`src/design/mseq_pkg.sv`:
```
/*
 * shared constants and carriers of the microsequencer clock and trace block.
 * assumes a 100 MHz aclk and an AXI4-Lite master with a 4-bit byte address.
 */
package mseq_pkg;
   localparam int UADDR_W  = 9;  // microaddress width
   localparam int REG_EN_W = 8;  // register clock enable gates
   localparam int CTL_W    = 8;  // remaining control bits passed through

   // cycle length field of the microword
   typedef enum logic [1:0] {
      cyc_unused                = 2'h0,
      single_first_pulse_cycle  = 2'h1,
      single_second_pulse_cycle = 2'h2,
      double_pulse_cycle        = 2'h3
   } cyc_len_e;

   typedef struct packed {
      logic [UADDR_W-1:0]  next_field;
      cyc_len_e            clk_len;
      logic                microword_clock_halt;
      logic                bus_wait;
      logic [REG_EN_W-1:0] reg_en;
      logic [CTL_W-1:0]    ctl;
   } microword_s;

   typedef struct packed {
      logic first_pulse;
      logic second_pulse;
      logic third_pulse;
      logic last;
   } pulse_s;

   // register map, byte addresses
   localparam logic [3:0] OFS_CTRL   = 4'h0;
   localparam logic [3:0] OFS_STATUS = 4'h4;
   localparam logic [3:0] OFS_ADDR   = 4'h8;
   // field positions
   localparam int CTRL_RESUME_BIT = 0;
   localparam int CTRL_STOP_BIT   = 1;
   localparam int STAT_IDLE_BIT   = 0;
   localparam int STAT_MATCH_BIT  = 1;
   localparam int STAT_HALT_BIT   = 2;
   localparam int ADDR_PAST_LSB   = 0;
   localparam int ADDR_NEXT_LSB   = 16;
   // reset values
   localparam logic             IDLE_RST  = 1'b1;
   localparam logic [UADDR_W-1:0] UADDR_RST = 9'h000;
   // bus answers
   localparam logic [1:0] RESP_OKAY   = 2'h0;
   localparam logic [1:0] RESP_SLVERR = 2'h2;
endpackage

```
`src/design/pin_sync.sv`:
```
/*
 * three-flop synchroniser for slow pins; a bit changes once stages two
 * and three agree. assumes the pins are quasi-static or level requests.
 */
`timescale 1ns/1ps
module pin_sync
   import mseq_pkg::*;
#(
   parameter int W = 1
) (
   input  wire logic         aclk,
   input  wire logic         aresetn,
   input  wire logic [W-1:0] pin,
   output logic      [W-1:0] level
);
   typedef struct packed {
      logic [W-1:0] s1;
      logic [W-1:0] s2;
      logic [W-1:0] s3;
      logic [W-1:0] q;
   } sync_s;

   sync_s st_r;
   sync_s st_nxt;

   // s1 is only read by s2; agreement of s2 and s3 filters a late settle
   always_comb begin
      st_nxt    = st_r;
      st_nxt.s1 = pin;
      st_nxt.s2 = st_r.s1;
      st_nxt.s3 = st_r.s2;
      st_nxt.q  = (~(st_r.s2 ^ st_r.s3) & st_r.s2) | ((st_r.s2 ^ st_r.s3) & st_r.q);
   end

   always_ff @(posedge aclk) begin
      if (!aresetn) begin
         st_r <= '0;
      end else begin
         st_r <= st_nxt;
      end
   end

   assign level = st_r.q;
endmodule

```
`src/design/pulse_gen.sv`:
```
/*
 * clock pulse generator: one trigger gives one machine-state cycle of
 * one or two pulses. assumes trigger is a one-cycle pulse from clock control.
 */
`timescale 1ns/1ps
module pulse_gen
   import mseq_pkg::*;
(
   input  wire logic     aclk,
   input  wire logic     aresetn,
   input  wire logic     trigger,
   input  cyc_len_e      len,
   output pulse_s        pulses,
   output logic          busy
);
   typedef enum logic [3:0] {
      PG_WAIT = 4'b0001,
      PG_P1   = 4'b0010,
      PG_P2   = 4'b0100,
      PG_P3   = 4'b1000
   } pg_state_e;

   typedef struct packed {
      pg_state_e state;
      cyc_len_e  len;
      pulse_s    pls;
   } pg_s;

   pg_s st_r;
   pg_s st_nxt;

   // a trigger is taken only in wait, so a stray one cannot split a cycle
   always_comb begin
      st_nxt     = st_r;
      st_nxt.pls = '0;
      unique case (st_r.state)
         PG_WAIT: begin
            if (trigger) begin
               st_nxt.len = len;
               if (len == single_second_pulse_cycle || len == double_pulse_cycle) begin
                  st_nxt.state            = PG_P2;
                  st_nxt.pls.second_pulse = 1'b1;
                  st_nxt.pls.last         = (len != double_pulse_cycle);
               end else begin
                  st_nxt.state           = PG_P1;  // unused code runs as short
                  st_nxt.pls.first_pulse = 1'b1;
                  st_nxt.pls.last        = 1'b1;
               end
            end
         end
         PG_P2: begin
            if (st_r.len == double_pulse_cycle) begin
               st_nxt.state           = PG_P3;
               st_nxt.pls.third_pulse = 1'b1;
               st_nxt.pls.last        = 1'b1;
            end else begin
               st_nxt.state = PG_WAIT;
            end
         end
         PG_P1, PG_P3: begin
            st_nxt.state = PG_WAIT;
         end
         default: begin
            st_nxt.state = PG_WAIT;
         end
      endcase
   end

   always_ff @(posedge aclk) begin
      if (!aresetn) begin
         st_r       <= '0;
         st_r.state <= PG_WAIT;
      end else begin
         st_r <= st_nxt;
      end
   end

   assign pulses = st_r.pls;
   assign busy   = (st_r.state != PG_WAIT);
endmodule

```
`src/design/mseq_clock_trace.sv`:
```
/*
 * microsequencer clock control, microword and microaddress registers,
 * past-address trace, switch match strobe/halt, and an AXI4-Lite slave.
 * assumes rom_word is the ROM data at next_microaddress_reg, settled by
 * the last pulse of a state; branch and force inputs come from aclk logic.
 */
// Overview of operation
// past address loads next address whenever the microword loads
// past address drives the console display and is readable over the bus
// match asserts when next address bits 8..0 equal the switch bits
// enabled match stops the clock with the matched microword loaded
// enabled match gates the state's final pulse out as a scope strobe
// cycles: short first pulse, middle second pulse, long second then third
// cycle length comes from the loaded microword's length field
// long cycle gives read then write back within one state
// trigger starts a cycle on resume, restart or maintenance request
// resume trigger withheld while microword halt bit is set and clock is idle
// restart or maintenance clears idle and retriggers the generator
// each register clock pulse passes only under its microword enable bit
// bus wait stops the clock until the bus side requests resume
// microword loads on the last pulse of the preceding state
// forced address overrides the next address register directly
// halt and strobe on match each need their own console enable
`timescale 1ns/1ps
module mseq_clock_trace
   import mseq_pkg::*;
(
   input  wire logic                aclk,
   input  wire logic                aresetn,
   input  wire logic [3:0]          s_axi_awaddr,
   input  wire logic                s_axi_awvalid,
   output logic                     s_axi_awready,
   input  wire logic [31:0]         s_axi_wdata,
   input  wire logic [3:0]          s_axi_wstrb,
   input  wire logic                s_axi_wvalid,
   output logic                     s_axi_wready,
   output logic [1:0]               s_axi_bresp,
   output logic                     s_axi_bvalid,
   input  wire logic                s_axi_bready,
   input  wire logic [3:0]          s_axi_araddr,
   input  wire logic                s_axi_arvalid,
   output logic                     s_axi_arready,
   output logic [31:0]              s_axi_rdata,
   output logic [1:0]               s_axi_rresp,
   output logic                     s_axi_rvalid,
   input  wire logic                s_axi_rready,
   input  microword_s               rom_word,
   input  wire logic [UADDR_W-1:0]  branch_mod,
   input  wire logic                force_valid,
   input  wire logic [UADDR_W-1:0]  force_addr,
   input  wire logic                async_restart,
   input  wire logic                maint_control,
   input  wire logic                clock_resume_req,
   input  wire logic [UADDR_W-1:0]  console_switch_value,
   input  wire logic                halt_match_en,
   input  wire logic                strobe_match_en,
   output microword_s               microword,
   output logic [UADDR_W-1:0]       next_microaddress_reg,
   output logic [UADDR_W-1:0]       past_microaddress_reg,
   output logic                     match,
   output logic                     scope_strobe,
   output pulse_s                   pulses,
   output logic [REG_EN_W-1:0]      reg_clk,
   output logic                     clock_idle
);
   localparam int SYNC_W = UADDR_W + 5;

   typedef struct packed {
      microword_s          mw;
      logic [UADDR_W-1:0]  next;
      logic [UADDR_W-1:0]  past;
      logic                match;
      logic                strobe;
      pulse_s              pls;
      logic [REG_EN_W-1:0] reg_clk;
      logic                idle;
      logic                trigger;
      logic                restart_q;
      logic                maint_q;
      logic                resume_q;
      logic                ctrl_resume;
      logic                ctrl_stop;
      logic                awready;
      logic                wready;
      logic                bvalid;
      logic [1:0]          bresp;
      logic                arready;
      logic                rvalid;
      logic [1:0]          rresp;
      logic [31:0]         rdata;
      logic                aw_have;
      logic                w_have;
      logic [3:0]          awaddr;
      logic [31:0]         wdata;
      logic [3:0]          wstrb;
   } state_s;

   state_s               st_r;
   state_s               st_nxt;
   logic [SYNC_W-1:0]    sync_level;
   logic [UADDR_W-1:0]   sw_sync;
   logic                 restart_sync;
   logic                 maint_sync;
   logic                 resume_sync;
   logic                 halt_en_sync;
   logic                 strobe_en_sync;
   pulse_s               pg_pls;
   logic                 pg_busy;
   logic                 match_now;
   logic                 restart_edge;
   logic                 maint_edge;
   logic                 resume_any;
   logic                 stop_now;
   logic                 any_pulse;

   // console and restart pins cross into aclk here
   pin_sync #(
      .W (SYNC_W)
   ) u_sync (
      .aclk    (aclk),
      .aresetn (aresetn),
      .pin     ({console_switch_value, async_restart, maint_control, clock_resume_req,
                 halt_match_en, strobe_match_en}),
      .level   (sync_level)
   );

   assign {sw_sync, restart_sync, maint_sync, resume_sync, halt_en_sync, strobe_en_sync} = sync_level;

   // pulse generator, triggered by the clock control flop
   pulse_gen u_pg (
      .aclk    (aclk),
      .aresetn (aresetn),
      .trigger (st_r.trigger),
      .len     (st_r.mw.clk_len),
      .pulses  (pg_pls),
      .busy    (pg_busy)
   );

   // decoded events for the clock control
   assign match_now    = (st_r.next == sw_sync);
   assign restart_edge = restart_sync & ~st_r.restart_q;
   assign maint_edge   = maint_sync & ~st_r.maint_q;
   assign resume_any   = (resume_sync & ~st_r.resume_q) | st_r.ctrl_resume;
   assign any_pulse    = pg_pls.first_pulse | pg_pls.second_pulse | pg_pls.third_pulse;
   // the incoming word, an enabled switch match or the stop bit decide whether the clock keeps running
   assign stop_now     = rom_word.microword_clock_halt | rom_word.bus_wait
                       | (match_now & halt_en_sync) | st_r.ctrl_stop;

   // sequencer, trace and bus next state
   always_comb begin
      st_nxt             = st_r;
      st_nxt.restart_q   = restart_sync;
      st_nxt.maint_q     = maint_sync;
      st_nxt.resume_q    = resume_sync;
      st_nxt.trigger     = 1'b0;
      st_nxt.ctrl_resume = 1'b0;
      st_nxt.match       = match_now;
      st_nxt.pls         = pg_pls;
      // enable gates: a register sees a pulse only with its bit set
      st_nxt.reg_clk     = {REG_EN_W{any_pulse}} & st_r.mw.reg_en;
      // strobe is the state's final pulse, one state ahead of the match word
      st_nxt.strobe      = pg_pls.last & match_now & strobe_en_sync;

      // microword, next and past address load together on the last pulse
      if (pg_pls.last) begin
         st_nxt.mw   = rom_word;
         st_nxt.past = st_r.next;
         st_nxt.next = rom_word.next_field | branch_mod;
         if (stop_now) begin
            st_nxt.idle = 1'b1;
         end else begin
            st_nxt.trigger = 1'b1;
         end
      end else if (st_r.idle && !pg_busy) begin
         // restart and maintenance override a halt bit, resume does not
         if (restart_edge || maint_edge) begin
            st_nxt.idle    = 1'b0;
            st_nxt.trigger = 1'b1;
         end else if (resume_any && !st_r.mw.microword_clock_halt) begin
            st_nxt.idle    = 1'b0;
            st_nxt.trigger = 1'b1;
         end
      end
      // a jammed address wins over the clocked path, even on the last pulse
      if (force_valid) begin
         st_nxt.next = force_addr;
      end

      // write side: address and data are taken in either order
      if (s_axi_awvalid && st_r.awready) begin
         st_nxt.aw_have = 1'b1;
         st_nxt.awaddr  = s_axi_awaddr;
         st_nxt.awready = 1'b0;
      end
      if (s_axi_wvalid && st_r.wready) begin
         st_nxt.w_have = 1'b1;
         st_nxt.wdata  = s_axi_wdata;
         st_nxt.wstrb  = s_axi_wstrb;
         st_nxt.wready = 1'b0;
      end
      if (st_r.aw_have && st_r.w_have && !st_r.bvalid) begin
         st_nxt.aw_have = 1'b0;
         st_nxt.w_have  = 1'b0;
         st_nxt.bvalid  = 1'b1;
         st_nxt.bresp   = RESP_OKAY;
         unique case (st_r.awaddr & 4'hC)
            OFS_CTRL: begin
               if (st_r.wstrb[0]) begin
                  st_nxt.ctrl_resume = st_r.wdata[CTRL_RESUME_BIT];
                  st_nxt.ctrl_stop   = st_r.wdata[CTRL_STOP_BIT];
               end
            end
            OFS_STATUS, OFS_ADDR: begin
               st_nxt.bresp = RESP_OKAY;  // read-only, write ignored
            end
            default: begin
               st_nxt.bresp = RESP_SLVERR;
            end
         endcase
      end
      if (st_r.bvalid && s_axi_bready) begin
         st_nxt.bvalid  = 1'b0;
         st_nxt.awready = 1'b1;
         st_nxt.wready  = 1'b1;
      end

      // read side: one read at a time, answered the cycle after the address
      if (s_axi_arvalid && st_r.arready) begin
         st_nxt.arready = 1'b0;
         st_nxt.rvalid  = 1'b1;
         st_nxt.rresp   = RESP_OKAY;
         st_nxt.rdata   = 32'h0000_0000;
         unique case (s_axi_araddr & 4'hC)
            OFS_CTRL: begin
               st_nxt.rdata[CTRL_STOP_BIT] = st_r.ctrl_stop;
            end
            OFS_STATUS: begin
               st_nxt.rdata[STAT_IDLE_BIT]  = st_r.idle;
               st_nxt.rdata[STAT_MATCH_BIT] = st_r.match;
               st_nxt.rdata[STAT_HALT_BIT]  = st_r.mw.microword_clock_halt;
            end
            OFS_ADDR: begin
               st_nxt.rdata[ADDR_PAST_LSB +: UADDR_W] = st_r.past;
               st_nxt.rdata[ADDR_NEXT_LSB +: UADDR_W] = st_r.next;
            end
            default: begin
               st_nxt.rresp = RESP_SLVERR;
            end
         endcase
      end
      if (st_r.rvalid && s_axi_rready) begin
         st_nxt.rvalid  = 1'b0;
         st_nxt.arready = 1'b1;
      end
   end

   // the clock stays idle after reset until a start request
   always_ff @(posedge aclk) begin
      if (!aresetn) begin
         st_r         <= '0;
         st_r.idle    <= IDLE_RST;
         st_r.next    <= UADDR_RST;
         st_r.past    <= UADDR_RST;
         st_r.awready <= 1'b1;
         st_r.wready  <= 1'b1;
         st_r.arready <= 1'b1;
      end else begin
         st_r <= st_nxt;
      end
   end

   // outputs straight from the state flops
   assign s_axi_awready         = st_r.awready;
   assign s_axi_wready          = st_r.wready;
   assign s_axi_bresp           = st_r.bresp;
   assign s_axi_bvalid          = st_r.bvalid;
   assign s_axi_arready         = st_r.arready;
   assign s_axi_rdata           = st_r.rdata;
   assign s_axi_rresp           = st_r.rresp;
   assign s_axi_rvalid          = st_r.rvalid;
   assign microword             = st_r.mw;
   assign next_microaddress_reg = st_r.next;
   assign past_microaddress_reg = st_r.past;
   assign match                 = st_r.match;
   assign scope_strobe          = st_r.strobe;
   assign pulses                = st_r.pls;
   assign reg_clk               = st_r.reg_clk;
   assign clock_idle            = st_r.idle;
endmodule

```
`config.mk`:
```
export PLATFORM = sky130hd
export DESIGN_NAME = mseq_clock_trace
export DESIGN_NICKNAME = d
export VERILOG_FILES = /design/src/design/mseq_pkg.sv /design/src/design/pin_sync.sv /design/src/design/pulse_gen.sv /design/src/design/mseq_clock_trace.sv
export SDC_FILE = /design/constraint.sdc
export NUM_CORES = 1
export LEC_CHECK = 0
export BUFFER_PORTS_ARGS = -buffer_cell sky130_fd_sc_hd__buf_2
export CAP_MARGIN = 25
export CORE_MARGIN = 4
export CORE_UTILIZATION = 55
export DETAILED_ROUTE_END_ITERATION = 7
export GPL_TIMING_DRIVEN = 1
export PLACE_DENSITY = 0.85
export SETUP_SLACK_MARGIN = 0.4
export SYNTH_ARGS = -nofsm -noshare
export SYNTH_HDL_FRONTEND = slang
export SYNTH_HIERARCHICAL = 1
export SYNTH_SLANG_ARGS = --single-unit
```
`constraint.sdc`:
```
create_clock -name aclk -period 4.15 [get_ports aclk]
set_input_delay 0 -clock aclk [delete_from_list [all_inputs] [get_ports aclk]]
set_output_delay 0 -clock aclk [all_outputs]
set_load 0.005 [all_outputs]
```
==> summary.txt <==
Initial antenna violation count -> 0
Status -> finished, final reports clean
Origin of the critical flop-to-flop path -> u_pg/pulses[0]
Starting Density -> 56.18%
Post-Syn Area -> 6776 um^2
I/O pin count -> 216
# placed instances -> 894
Critical-path top delay cell -> dfxtp_4
Post-synth top area share -> 49.04%
Largest cells by area after synthesis -> dfxtp_1, buf_4, mux2i_1
Die Ht -> 119 um
Area delta synth->final -> 19.53%
Worst setup startpoint -> u_pg/pulses[0]
Setup TNS Final -> 0 ns
Cell-internal power -> 2.675 mW
CP cell instances -> or4b_1 > a211oi_1 > o21ai_1
Synth async-reset ratio -> 0%
Maximum clock frequency -> 0.5007 GHz
# port buffers -> 162
Clk_lat worst skew -> 0.42 ns
Max reg flops -> 29
Gpl congestion -> 0.7835
Max Cap Violations -> 0
ANT cells -> 0
Combinational share of power -> 6.1%
Post-synthesis register bit count -> 166
Final Util -> 67.16%
HP Class -> in -> reg
Root buf cell -> clkbuf_16
Final HPWL DP -> 8.621 mm
Post-CTS Setup Inserts -> 0
Post-Route WL -> 14.38 mm
Largest net degree at the start of global routing -> 103
Area leader, netlist -> dfxtp_1
CTS tree -> yes
Multi-input gate area -> 2487 um^2
Worst-path fanout max -> 60
Register area share after synthesis -> 49.04%
Core Footprint -> 12060 um^2
Sw Ratio -> 21.63%
Post-synth EDFFs -> 0
Endpoint type of the worst setup path -> flip-flop
Static leakage -> 3.478 nW
Clock slew seen by the registers of the worst setup and hold paths -> 0.06 ns
Synthesized area per cell -> 9.778 um^2
Final non-filler cell total -> 990
Die ar. -> 14160 um^2
Crit-path max cell delay -> 0.95 ns
PD cells -> 421.3 nW/um^2
Via-per-instance ratio -> 4.823
CTS Sinks -> 166
Max-Slew Margin vs Limit -> 35.78%
Unique masters post-synth -> 48
Net Sw Power -> 0.7380 mW
H-tree depth -> 4
RSZ-0062 raised after global routing -> false
Share of post-route cells with drive strength above 1 -> 24.70%
Worst Path Arrival -> 2.27 ns
Most frequent cells in the layout -> dfxtp_1, buf_2, dlygate4sd3_1
Final hold vios -> 0
Fin crit period -> 1.997 ns
CTS max path bufs -> 2
Post-CTS Resized -> 0
Main synth FF type -> dfxtp_1
Reg power frac -> 48.4%
DR pass1 iterations -> 4
Vias -> 4775
Global-route wire length before repair -> 23.38 mm
Post-layout nets -> 926
Period utilization -> 48.12%
Rows -> 40
FF+latch area -> 3327 um^2
WP data required -> 4.42 ns
Initial DRC Count -> 327
Measured slew at the worst slew-check pin -> 0.9632 ns
TritonCTS Buffers -> 17
Post-Route Skew -> 0.009612 ns
Gr usage total -> 20.50%
Layout filler cell count -> 863
Routed len/inst -> 14.52 um
Most common cell after layout, fill and taps aside -> dfxtp_1
Syn Inst Count -> 693
Vias in the first global route -> 4776
Slew Limit Fails -> 0
Final setup viols -> 0
Clock network power share -> 45.4%
Detail Route Antenna Nets -> 0
Drt drc -> 0
Congestion Overflow GR -> 0
Crit Path Category -> reg -> reg
YS warnings -> 6
Overall power -> 3.413 mW
Max rail drop VDD -> 336.1 uV
CP startpoint kind -> flip-flop
Chip width -> 119 um
HP Start -> branch_mod[6]
-- layout make-up --
class | instances | area share [%]
clock buffer | 21 | 5.808
clock inverter | 11 | 1.498
inverter | 6 | 0.2780
multi-input combinational | 391 | 30.71
sequential | 166 | 41.07
tap | 168 | 2.595
timing repair buffer | 227 | 18.04
-- metrics by stage --
step	hold slack [ns]	area, um^2	setup slack, ns
after CTS	0.01664	8100	2.167
after global placement	0.2067	6868	2.177
after global routing	0.04756	8100	2.043
final	0.03653	8100	2.153
after floorplan	0.08887	6833	2.786
after detailed placement	0.2081	6868	2.179
-- repair_timing --
| item | in CTS | in global routing |
|---|---|---|
| hold buffers | 64 | 0 |
| hold endpoints to repair | 64 | 0 |
| endpoints found under the setup margin | 0 | 0 |
-- critical path, delay by kind of cell, from the launching register on --
| family | cells | cell delay [ns] |
|---|---|---|
| simple gates | 1 | 0.55 |
| compound gates | 2 | 0.32 |
| flops | 1 | 0.95 |
-- layer usage --
layer | part of all wire, % | up-vias | GRT usage (%)
met5 | 0 | - | 0
met4 | 1.6 | 0 | 7.024
met3 | 5.8 | 25 | 6.743
met2 | 49 | 142 | 34.51
met1 | 43 | 2219 | 24.57
li1 | - | 2389 | -
-- power groups by stage --
| stage | Combinational [mW] | Clock [mW] | Sequential, mW |
|---|---|---|---|
| finish | 0.209 | 1.55 | 1.65 |
| global route | 0.231 | 1.66 | 1.66 |
| CTS | 0.205 | 1.57 | 1.65 |
| detailed placement | 0.157 | 0 | 1.69 |
| global placement | 0.155 | 0 | 1.69 |
| floorplan | 0.114 | 0 | 1.68 |
-- final timing paths --
path | endpoint | slack, ns | cells past startpoint
worst max register to register | clock_idle | 2.15 | 3
worst min register to register | u_sync/st_nxt[15] | 0.43 | 1
worst min-delay path | next_microaddress_reg[6] | 0.04 | 5
worst max-delay path | clock_idle | 2.15 | 3
-- cells by family after synthesis --
family / Yosys count / share of synthesized area [%]
compound gates: 78 / 7.939
flops: 166 / 49.04
xor+xnor: 9 / 1.163
fa+ha+maj: 4 / 0.7386
simple gates: 243 / 19.92
mux: 41 / 6.056
buf+inv: 151 / 15.08
other cells: 1 / 0.05534
-- cells in the mapped netlist, types with 2 or more instances --
cell type / number
nor2_1: 25
o211ai_1: 14
a21oi_1: 14
clkbuf_1: 15
nand2_1: 50
a21boi_0: 24
a211oi_1: 10
xnor2_1: 7
a22oi_1: 2
xor2_1: 2
nand2b_1: 4
buf_2: 12
dfxtp_1: 166
o21ai_0: 6
ha_1: 4
and2_1: 62
buf_4: 115
and3_1: 3
nand3_1: 35
nor2b_1: 50
inv_1: 6
mux2i_1: 41
(Power assumes the default switching activity.)
